## src/scg_pkg.sv

```systemverilog
/*
 * constants for the sleep-mode unit clock gating block: register map,
 * field positions, reset values, bus answer codes and state encodings.
 * assumes it is compiled before every module that imports it.
 */
package scg_pkg;

    // ************************************************************
    // bus geometry
    // ************************************************************
    localparam int SCG_ADDR_W = 12;
    localparam int SCG_DATA_W = 32;
    localparam int SCG_BE_W = 4;
    localparam int SCG_UNIT_W = 5;
    localparam int SCG_CLK_PERIOD_NS = 40;

    // ************************************************************
    // register byte offsets
    // ************************************************************
    localparam logic [11:0] SCG_OFF_SLEEP_GATE = 12'h114;
    localparam logic [11:0] SCG_OFF_GATE_STATUS = 12'h118;
    localparam logic [11:0] SCG_OFF_FAULT_STATUS = 12'h11c;
    localparam logic [11:0] SCG_OFF_CLOCK_CONFIG = 12'h060;

    // ************************************************************
    // reset values and masks
    // ************************************************************
    localparam logic [31:0] SCG_SLEEP_GATE_RST = 32'h0000_0000;
    localparam logic [31:0] SCG_SLEEP_GATE_WMASK = 32'h070f_5337;
    localparam logic [31:0] SCG_ZERO_WORD = 32'h0000_0000;
    localparam logic SCG_AUTO_GATE_RST = 1'b0;

    // ************************************************************
    // gating field positions inside sleep_unit_clock_gate_1
    // ************************************************************
    localparam int SCG_BIT_COMPARATOR_2 = 26;
    localparam int SCG_BIT_COMPARATOR_1 = 25;
    localparam int SCG_BIT_COMPARATOR_0 = 24;
    localparam int SCG_BIT_GP_COUNTER_3 = 19;
    localparam int SCG_BIT_GP_COUNTER_2 = 18;
    localparam int SCG_BIT_GP_COUNTER_1 = 17;
    localparam int SCG_BIT_GP_COUNTER_0 = 16;
    localparam int SCG_BIT_TWO_WIRE_1 = 14;
    localparam int SCG_BIT_TWO_WIRE_0 = 12;
    localparam int SCG_BIT_QUAD_ENCODER_1 = 9;
    localparam int SCG_BIT_QUAD_ENCODER_0 = 8;
    localparam int SCG_BIT_SYNC_SERIAL_1 = 5;
    localparam int SCG_BIT_SYNC_SERIAL_0 = 4;
    localparam int SCG_BIT_ASYNC_SERIAL_2 = 2;
    localparam int SCG_BIT_ASYNC_SERIAL_1 = 1;
    localparam int SCG_BIT_ASYNC_SERIAL_0 = 0;

    // ************************************************************
    // other fields
    // ************************************************************
    localparam int SCG_BIT_AUTO_GATE = 0;
    localparam int SCG_BIT_FAULT_SEEN = 0;
    localparam int SCG_FAULT_UNIT_LSB = 8;

    // ************************************************************
    // avalon response codes
    // ************************************************************
    localparam logic [1:0] SCG_RESP_OKAY = 2'h0;
    localparam logic [1:0] SCG_RESP_DECODEERROR = 2'h3;

    typedef enum logic [1:0] {
        SCG_BUS_IDLE = 2'h1,
        SCG_BUS_DONE = 2'h2
    } scg_bus_state_e;

endpackage

```

## src/scg_fault_check.sv

```systemverilog
/*
 * access checker for the gated peripheral units: answers each peripheral
 * access with either a normal completion or a bus fault.
 * assumes requests come from logic on the same clock, one per cycle.
 */
`timescale 1ns/1ps

module scg_fault_check
    import scg_pkg::*;
(
    // clock and reset
    input wire logic i_ref_clk,
    input wire logic i_rstn,
    // access request
    input wire logic i_req,
    input wire logic [SCG_UNIT_W-1:0] i_unit,
    // live clock enables
    input wire logic [31:0] i_unit_en,
    // answer
    output logic o_done,
    output logic o_fault,
    output logic [SCG_UNIT_W-1:0] o_unit
);

    logic unit_live;

    // reserved positions never carry an enable, so they always fault
    assign unit_live = i_unit_en[i_unit];

    always_ff @(posedge i_ref_clk or negedge i_rstn) begin
        if (!i_rstn) begin
            o_done <= 1'b0;
            o_fault <= 1'b0;
            o_unit <= '0;
        end else begin
            o_done <= i_req & unit_live;
            o_fault <= i_req & ~unit_live;
            o_unit <= i_req ? i_unit : o_unit;
        end
    end

endmodule

```

## src/scg_sleep_gate.sv

```systemverilog
/*
 * sleep-mode unit clock gating block: holds sleep_unit_clock_gate_1,
 * drives one clock enable per controlled unit and faults accesses to
 * units whose clock is off.
 * assumes the run-mode gating word and the sleep indication come from
 * logic on the same clock; registers are reached over avalon-mm.
 */
// The Avalon-MM slave port was chosen for this implementation.
// Function
// - a unit whose gating bit is one gets its clock enable, a zero bit turns it off.
// - an access to a unit whose clock is off ends in a bus fault, not a normal answer.
// - after reset the whole sleep gating register reads zero; unit enables reset to zero, then follow the run-mode word.
// - the sleep gating register chooses the unit enables while the system sleeps.
// - the sleep gating word is only used when the automatic gating select bit is set.
// - bits 19 to 16 gate general purpose counters 3 to 0 and reset to zero.
// - bit 14 gates two-wire module 1 and bit 12 two-wire module 0, both reset zero.
// - bits 9 and 8 gate quadrature encoders 1 and 0 and reset to zero.
// - bits 5 and 4 gate synchronous serial modules 1 and 0 and reset to zero.
// - bits 2, 1 and 0 gate asynchronous serial ports 2, 1 and 0 and reset zero.
// - reserved bits read as zero and ignore writes; software keeps them on updates.
// - bits 26, 25 and 24 gate analog comparators 2, 1 and 0 and reset to zero.
`timescale 1ns/1ps

module scg_sleep_gate
    import scg_pkg::*;
(
    // clock and reset
    input wire logic i_ref_clk,
    input wire logic i_rstn,
    // avalon-mm slave
    input wire logic [SCG_ADDR_W-1:0] i_avs_address,
    input wire logic i_avs_read,
    input wire logic i_avs_write,
    input wire logic [SCG_DATA_W-1:0] i_avs_writedata,
    input wire logic [SCG_BE_W-1:0] i_avs_byteenable,
    output logic [SCG_DATA_W-1:0] o_avs_readdata,
    output logic [1:0] o_avs_response,
    output logic o_avs_waitrequest,
    // system mode
    input wire logic i_sleep_active,
    input wire logic [31:0] i_run_unit_clock_gate_1,
    // peripheral access check
    input wire logic i_periph_req,
    input wire logic [SCG_UNIT_W-1:0] i_periph_unit,
    output logic o_periph_done,
    output logic o_periph_fault,
    // unit clock enables
    output logic [31:0] o_unit_clk_en
);

    // ************************************************************
    // state
    // ************************************************************
    scg_bus_state_e bus_state_reg;
    scg_bus_state_e bus_state_next;
    logic [31:0] sleep_gate_reg;
    logic [31:0] sleep_gate_next;
    logic auto_gate_reg;
    logic auto_gate_next;
    logic fault_seen_reg;
    logic fault_seen_next;
    logic [SCG_UNIT_W-1:0] fault_unit_reg;
    logic [SCG_UNIT_W-1:0] fault_unit_next;
    logic [31:0] unit_en_reg;
    logic [31:0] unit_en_next;
    logic [31:0] rdata_reg;
    logic [31:0] rdata_next;
    logic [1:0] resp_reg;
    logic [1:0] resp_next;

    logic bus_req;
    logic bus_commit;
    logic wr_commit;
    logic hit_sleep;
    logic hit_status;
    logic hit_fault;
    logic hit_config;
    logic hit_any;
    logic [31:0] be_mask;
    logic [31:0] fault_word;
    logic use_sleep_word;
    logic chk_done;
    logic chk_fault;
    logic [SCG_UNIT_W-1:0] chk_unit;

    // ************************************************************
    // avalon handshake
    // ************************************************************
    // one wait state: the first cycle decodes and fetches, the second
    // answers; this keeps read data and response coming from flip-flops
    assign bus_req = i_avs_read | i_avs_write;
    assign bus_commit = bus_req & (bus_state_reg == SCG_BUS_DONE);
    assign wr_commit = bus_commit & i_avs_write;
    assign o_avs_waitrequest = bus_req & ~(bus_state_reg == SCG_BUS_DONE);
    assign o_avs_readdata = rdata_reg;
    assign o_avs_response = resp_reg;

    always_comb begin
        bus_state_next = bus_state_reg;
        case (bus_state_reg)
            SCG_BUS_IDLE: begin
                if (bus_req) begin
                    bus_state_next = SCG_BUS_DONE;
                end
            end
            SCG_BUS_DONE: begin
                bus_state_next = SCG_BUS_IDLE;
            end
            default: begin
                bus_state_next = SCG_BUS_IDLE;
            end
        endcase
    end

    always_ff @(posedge i_ref_clk or negedge i_rstn) begin
        if (!i_rstn) begin
            bus_state_reg <= SCG_BUS_IDLE;
        end else begin
            bus_state_reg <= bus_state_next;
        end
    end

    // ************************************************************
    // address decode
    // ************************************************************
    assign hit_sleep = (i_avs_address == SCG_OFF_SLEEP_GATE);
    assign hit_status = (i_avs_address == SCG_OFF_GATE_STATUS);
    assign hit_fault = (i_avs_address == SCG_OFF_FAULT_STATUS);
    assign hit_config = (i_avs_address == SCG_OFF_CLOCK_CONFIG);
    assign hit_any = hit_sleep | hit_status | hit_fault | hit_config;

    // byte enables widened to a bit mask
    genvar gb;
    generate
        for (gb = 0; gb < SCG_BE_W; gb++) begin : g_be
            assign be_mask[gb*8 +: 8] = {8{i_avs_byteenable[gb]}};
        end
    endgenerate

    // ************************************************************
    // sleep gating register
    // ************************************************************
    // reserved positions are masked on write so they stay zero
    always_comb begin
        sleep_gate_next = sleep_gate_reg;
        if (wr_commit && hit_sleep) begin
            sleep_gate_next = (sleep_gate_reg & ~(be_mask
                & SCG_SLEEP_GATE_WMASK))
                | (i_avs_writedata & be_mask
                & SCG_SLEEP_GATE_WMASK);
        end
    end

    always_ff @(posedge i_ref_clk or negedge i_rstn) begin
        if (!i_rstn) begin
            sleep_gate_reg <= SCG_SLEEP_GATE_RST;
        end else begin
            sleep_gate_reg <= sleep_gate_next;
        end
    end

    // ************************************************************
    // clock configuration: automatic gating select
    // ************************************************************
    always_comb begin
        auto_gate_next = auto_gate_reg;
        if (wr_commit && hit_config && i_avs_byteenable[0]) begin
            auto_gate_next = i_avs_writedata[SCG_BIT_AUTO_GATE];
        end
    end

    always_ff @(posedge i_ref_clk or negedge i_rstn) begin
        if (!i_rstn) begin
            auto_gate_reg <= SCG_AUTO_GATE_RST;
        end else begin
            auto_gate_reg <= auto_gate_next;
        end
    end

    // ************************************************************
    // unit clock enables
    // ************************************************************
    // sleep word applies only while sleeping with automatic gating on;
    // otherwise the run-mode word from outside steers the units
    assign use_sleep_word = i_sleep_active & auto_gate_reg;

    genvar gu;
    generate
        for (gu = 0; gu < 32; gu++) begin : g_unit
            // reserved positions never enable anything
            assign unit_en_next[gu] = SCG_SLEEP_GATE_WMASK[gu]
                & (use_sleep_word ? sleep_gate_reg[gu]
                : i_run_unit_clock_gate_1[gu]);
        end
    endgenerate

    always_ff @(posedge i_ref_clk or negedge i_rstn) begin
        if (!i_rstn) begin
            unit_en_reg <= SCG_ZERO_WORD;
        end else begin
            unit_en_reg <= unit_en_next;
        end
    end

    assign o_unit_clk_en = unit_en_reg;

    // ************************************************************
    // peripheral access check
    // ************************************************************
    // checked against the enables the units actually see this cycle
    scg_fault_check u_fault_check (
        .i_ref_clk(i_ref_clk),
        .i_rstn(i_rstn),
        .i_req(i_periph_req),
        .i_unit(i_periph_unit),
        .i_unit_en(unit_en_reg),
        .o_done(chk_done),
        .o_fault(chk_fault),
        .o_unit(chk_unit)
    );

    assign o_periph_done = chk_done;
    assign o_periph_fault = chk_fault;

    // ************************************************************
    // fault record
    // ************************************************************
    // a new fault in the same cycle as a software clear keeps the flag
    always_comb begin
        fault_seen_next = fault_seen_reg;
        fault_unit_next = fault_unit_reg;
        if (wr_commit && hit_fault && i_avs_byteenable[0]
            && i_avs_writedata[SCG_BIT_FAULT_SEEN]) begin
            fault_seen_next = 1'b0;
        end
        if (chk_fault) begin
            fault_seen_next = 1'b1;
            fault_unit_next = chk_unit;
        end
    end

    always_ff @(posedge i_ref_clk or negedge i_rstn) begin
        if (!i_rstn) begin
            fault_seen_reg <= 1'b0;
            fault_unit_reg <= '0;
        end else begin
            fault_seen_reg <= fault_seen_next;
            fault_unit_reg <= fault_unit_next;
        end
    end

    always_comb begin
        fault_word = SCG_ZERO_WORD;
        fault_word[SCG_BIT_FAULT_SEEN] = fault_seen_reg;
        fault_word[SCG_FAULT_UNIT_LSB +: SCG_UNIT_W] = fault_unit_reg;
    end

    // ************************************************************
    // read data and response
    // ************************************************************
    // fetched in the wait cycle, held through the answer cycle
    always_comb begin
        rdata_next = rdata_reg;
        resp_next = resp_reg;
        if (bus_req && bus_state_reg == SCG_BUS_IDLE) begin
            rdata_next = SCG_ZERO_WORD;
            resp_next = hit_any ? SCG_RESP_OKAY : SCG_RESP_DECODEERROR;
            if (i_avs_read) begin
                if (hit_sleep) begin
                    rdata_next = sleep_gate_reg & SCG_SLEEP_GATE_WMASK;
                end else if (hit_status) begin
                    rdata_next = unit_en_reg;
                end else if (hit_fault) begin
                    rdata_next = fault_word;
                end else if (hit_config) begin
                    rdata_next[SCG_BIT_AUTO_GATE] = auto_gate_reg;
                end
            end
        end
    end

    always_ff @(posedge i_ref_clk or negedge i_rstn) begin
        if (!i_rstn) begin
            rdata_reg <= SCG_ZERO_WORD;
            resp_reg <= SCG_RESP_OKAY;
        end else begin
            rdata_reg <= rdata_next;
            resp_reg <= resp_next;
        end
    end

endmodule

```

## config.mk

```make
export PLATFORM = sky130hd
export DESIGN_NAME = scg_sleep_gate
export DESIGN_NICKNAME = d
export VERILOG_FILES = /design/src/scg_pkg.sv /design/src/scg_fault_check.sv /design/src/scg_sleep_gate.sv
export SDC_FILE = /design/constraint.sdc
export NUM_CORES = 1
export LEC_CHECK = 0
export BUFFER_PORTS_ARGS = -buffer_cell sky130_fd_sc_hd__buf_2
export CAP_MARGIN = 20
export CORE_ASPECT_RATIO = 2
export CORE_MARGIN = 4
export CORE_UTILIZATION = 43
export CTS_CLUSTER_DIAMETER = 30
export DETAILED_ROUTE_END_ITERATION = 7
export GPL_ROUTABILITY_DRIVEN = 0
export GPL_TIMING_DRIVEN = 0
export PLACE_DENSITY = 0.83
export SLEW_MARGIN = 30
export SYNTH_ARGS = -nofsm -noshare
export SYNTH_HDL_FRONTEND = slang
export SYNTH_HIERARCHICAL = 1
export SYNTH_SLANG_ARGS = --single-unit
```

## constraint.sdc

```tcl
create_clock -name i_ref_clk -period 1.48 [get_ports i_ref_clk]
set_input_delay 0.148 -clock i_ref_clk [delete_from_list [all_inputs] [get_ports i_ref_clk]]
set_output_delay 0.148 -clock i_ref_clk [all_outputs]
set_load 0.005 [all_outputs]
```

# Word level (Yosys, flattened, before mapping)
# Index checks and enable logic that the tools add are counted.
dict set report op_classes {
  eq_ne 7
  reduce_logical 8
  bitwise 16
  order_cmp 1
  n_mux 29
}
# operator count
set op_table {}
lappend op_table {{$mux W32} 3}
lappend op_table {{$eq A12 B9 Y1 const B} 3}
lappend op_table {{$and A32 B32 Y32} 1}
lappend op_table {{$not A27 Y32} 1}
lappend op_table {{$or A32 B27 Y32} 1}
lappend op_table {{$and A27 B27 Y27} 1}
lappend op_table {{$mux W1} 21}
lappend op_table {{$eq A12 B7 Y1 const B} 1}
lappend op_table {{$mux W12} 1}
lappend op_table {{$logic_and A1 B1 Y1} 7}
lappend op_table {{$and A1 B1 Y1} 6}
lappend op_table {{$lt A5 B6 Y1 const B} 1}
lappend op_table {{$mux W2} 3}
lappend op_table {{$bmux W1 S5} 1}
lappend op_table {{$or A1 B1 Y1} 4}
lappend op_table {{$eq A2 B1 Y1 const B} 1}
lappend op_table {{$eq A2 B2 Y1 const B} 1}
lappend op_table {{$ne A2 B2 Y1 const B} 1}
lappend op_table {{$not A1 Y1} 2}
lappend op_table {{$reduce_bool A2 Y1} 1}
dict set report word_totals {
  output_inout_bits 69
  inputBits 91
  ff_bits 98
  elab_cells 72
}

# Logic depth before layout (Yosys ltp)
dict set report logic_depth {
  depth_word 8
  depth_mapped 7
  depth_no_buf 5
}

# Modules after synthesis
# The synthesis kept the hierarchy.
# mod area_each_um2 cells_each n_inst seq_area_each_um2
set modules_own_cells {}
lappend modules_own_cells {scg_sleep_gate 2900.3 225 1 1502.7}
lappend modules_own_cells {scg_fault_check 574.3 58 1 175.2}

# Least setup slack after synthesis
# OpenSTA, ideal clock, no wires.
dict set report synth_timing {
  path_kind {register to register}
  from {register bus_state_reg[0]}
  to {register rdata_reg[14], in the netlist o_avs_readdata[14]}
  stages_incl_launch_ff 6
  n_path_buf 1
  t_arrival_ps 1472
  t_required_ps 1362
  setup_slack_ps -110
  setup_time_ps 118
  synth_period_minus_slack_ps 1590
  cell_sequence {dfstp_2 inv_1 or3_1 buf_2 a32o_1 a21o_1}
}
dict set report synth_via {
  elab_chain_len 2
}
# element line_no
set synth_rtl {}
lappend synth_rtl {{from (decl)} scg_sleep_gate.sv:54} ;# scg_bus_state_e bus_state_reg;
lappend synth_rtl {{from (signal assigned)} scg_sleep_gate.sv:119} ;# bus_state_reg <= bus_state_next;
lappend synth_rtl {{$eq A2 B1 Y1} scg_sleep_gate.sv:265} ;# if (bus_req && bus_state_reg == SCG_BUS_IDLE) begin
lappend synth_rtl {{$logic_and A1 B1 Y1} scg_sleep_gate.sv:265}
lappend synth_rtl {{to (signal assigned)} scg_sleep_gate.sv:287} ;# rdata_reg <= rdata_next;
lappend synth_rtl {{to (decl)} scg_sleep_gate.sv:66} ;# logic [31:0] rdata_reg;
# No other way between the ends.
# A chain may end at the register's enable or synchronous reset.

# Final worst setup path
dict set report layout_timing {
  from {register bus_state_reg[0]}
  to {register rdata_reg[19], in the netlist o_avs_readdata[19]}
}
# Same word-level chain as after synthesis.

==> reports/results.tsv <==
metric	value	unit
cp-start-kind	flop	
synth-seq-area-share	48.29	%
antenna_found_initial	0	
maxSlewViolCount	0	
clkPwrFrac	45.1	%
yosysWarnings	6	
ir_drop	880.2	uV
syn_inst	283	
fp.dieW	71.56	um
grt_usage	18.39	%
fin_tns_setup	-1697	ps
crit_path_end	o_avs_readdata[19]$_DFFE_PN0P_	
crit_type	reg -> reg	
layout.nets	529	
synth_top_cell_area_share	47.53	%
diodes	0	
grt_pass1_wl	13.63	mm
maxCapViolCount	0	
reg2reg_slack	-130	ps
drt_iter0_markers	99	
viasPerCell	5.017	
rr_startpoint	bus_state_reg[0]$_DFFE_PN1P_	
ys_top_cells_by_area	dfrtp_1 (48%), mux2_2 (10%), buf_4 (6.9%), mux2_4 (4.8%), mux2i_1 (4.6%)	
fin_ws	-134.7	ps
critPathSlowestCell	dfstp_2	
avgSynthCellArea	12.28	um^2
grt_overflow_total	0	
path_cells	inv_2, or3_4, buf_6, a32o_1, a21o_1	
critPathCaptureType	flop	
cp.arrival	1830	ps
setup_violations	19	
p_seq_share	38.6	%
async_reset_ff_share	100.0	%
max_freq	0.6193	GHz
htree_levels	3	
synth_edf_count	0	
via_count	2704	
hold_violations	0	
fin_crit	1615	ps
place_area	4245	um^2
grt_pass1_vias	2795	
synth_seq_cells	67	
p_switching	0.001237	W
cts_tree	built	
p_leak	2.554	nW
worst-r2r-cell-count	5	
dieArea	9670	um^2
dp_slack	-305.5	ps
startpoint	bus_state_reg[0]$_DFFE_PN1P_	
io_pins	160	
die_y	135.1	um
sw_frac_of_total	23.34	%
p_comb_share	16.2	%
first_pass_iters	4	
synth_area_leader_cell	dfrtp_1	
rows	46	
start_util	44.07	%
rsz0062_at_grt	yes	
fin_area	4717	um^2
io_buffers	93	
drc	0	
post_drt_wl_per_cell	16.55	um
drive_above_1_share	48.31	%
multi_input_area	1659	um^2
synth_cell_type_count	44	
clk_latency	330	ps
register_area	1678	um^2
ant_nets	0	
worst_slew_pin_slew	822.1	ps
holdWs	48.62	ps
root_buffer	clkbuf_16	
hp-class	in -> reg	
cts_buffers	9	
slowest_delay	550	ps
timing.rr.end	o_avs_readdata[19]$_DFFE_PN0P_	
area_delta_synth_final	35.76	%
relSlewSlack	45.19	%
drt-total-wl	8.919	mm
worstPathRequired	1700	ps
fin_worst_skew	4.445	ps
cts.sinks	67	
fin_util	59.82	%
cp_max_fo	10	
power_density	1124	nW/um^2
min_period_over_period	109.1	%
p_int	0.004064	W
grt_max_degree	68	
dpl.hpwl	6.752	mm
synthFlopType	dfrtp_1	
synth.most_common_cell	dfrtp_1	
outcome	finished, violations left	
syn-cell-area	3475	um^2
cts.clk_slew.worst_paths	50	ps
core	7885	um^2
violations	negative setup slack	
ys_top_cells_by_count	dfrtp_1 (66), buf_4 (32), mux2_2 (32)	
fillCellCount	630	
clock_path_buffers	2	
cell type report:
cell class / instances / area share, %
sequential: 67 / 35.57
multi-input combinational: 212 / 35.17
timing repair buffer: 100 / 11.70
buffer: 43 / 7.241
clock buffer: 13 / 5.942
tap: 96 / 2.546
clock inverter: 3 / 1.432
inverter: 5 / 0.3979
critical path: cells and delay by family, from the launching register on:
kind	cells	cell delay, ps
AND/OR/NAND/NOR	1	390
flip-flops	1	550
buffers and inverters	2	200
AO/OA/AOI/OAI	2	360
power groups by stage:
stage | logic, W | clock network [W] | registers (W)
2_1_floorplan | 0.000462 | 0 | 0.00206
3_3_place_gp | 0.000716 | 0 | 0.00207
3_5_place_dp | 0.000736 | 0 | 0.00207
4_1_cts | 0.000781 | 0.00243 | 0.00205
5_1_grt | 0.000940 | 0.00251 | 0.00206
6_report | 0.000861 | 0.00239 | 0.00205
repair_timing:
action / in CTS / in global routing
resized for setup: 10 / 10
hold endpoints to repair: 66 / 0
hold buffers: 1 / 0
pin swaps: 4 / 6
setup endpoints to repair: 33 / 33
setup buffers: 4 / 3
cell usage in the layout (no fill, tap or decap), types with 3 or more instances in the layout:
| cell | instances |
|---|---|
| nand2_1 | 11 |
| o21ai_1 | 4 |
| buf_12 | 3 |
| dfrtp_1 | 66 |
| clkbuf_16 | 9 |
| mux2_4 | 16 |
| a21oi_1 | 5 |
| nand3_1 | 4 |
| buf_4 | 36 |
| inv_1 | 4 |
| clkbuf_1 | 3 |
| nand4_1 | 4 |
| conb_1 | 46 |
| nor2_1 | 11 |
| a32o_1 | 13 |
| nand3_4 | 3 |
| buf_6 | 3 |
| buf_2 | 94 |
| mux2_2 | 27 |
| a22oi_1 | 4 |
| o211ai_1 | 3 |
| nor2b_1 | 3 |
| nand2b_1 | 4 |
| a21o_1 | 15 |
| mux2i_1 | 16 |
| clkbuf_8 | 4 |
worst min path at each step:
stage                                             end  cells after the start                 from  slack [ps]
after floorplan                             async pin                      0               i_rstn        -150
after global placement                           flop                      2   i_avs_writedata[2]         380
after detailed placement  o_unit_clk_en[26]$_DFF_PN0_                      1               i_rstn         300
after CTS                                        flop                      2  i_avs_writedata[12]          40
after global routing                             flop                      2  i_avs_writedata[12]          50
final                                            flop                      2  i_avs_writedata[18]          50
cell families (layout without fill, tap and decap cells):
kind of cell | count (synthesis) | after routing | synth area share (%)
flip-flops | 67 | 67 | 48.29
AO/OA/AOI/OAI | 51 | 51 | 11.31
AND/OR/NAND/NOR | 56 | 56 | 10.59
multiplexers | 59 | 59 | 19.73
other | 1 | 46 | 0.1079
buffers and inverters | 49 | 164 | 9.975
metal layers:
| metal | vias up | global-route usage [%] | wire [um] |
|---|---|---|---|
| met4 | 0 | 10.04 | 195 |
| met3 | 13 | 3.204 | 530 |
| met2 | 111 | 33.91 | 5011 |
| met1 | 1319 | 19.06 | 3181 |
| li1 | 1261 | - | - |
| met5 | - | 0 | 0 |
per-stage QoR:
step / std cells / power [W]
floorplan: 328 / 0.002518
global placement: 517 / 0.002785
detailed placement: 517 / 0.002810
CTS: 538 / 0.005257
global route: 539 / 0.005509
finish: 539 / 0.005302
(Power assumes the default switching activity.)
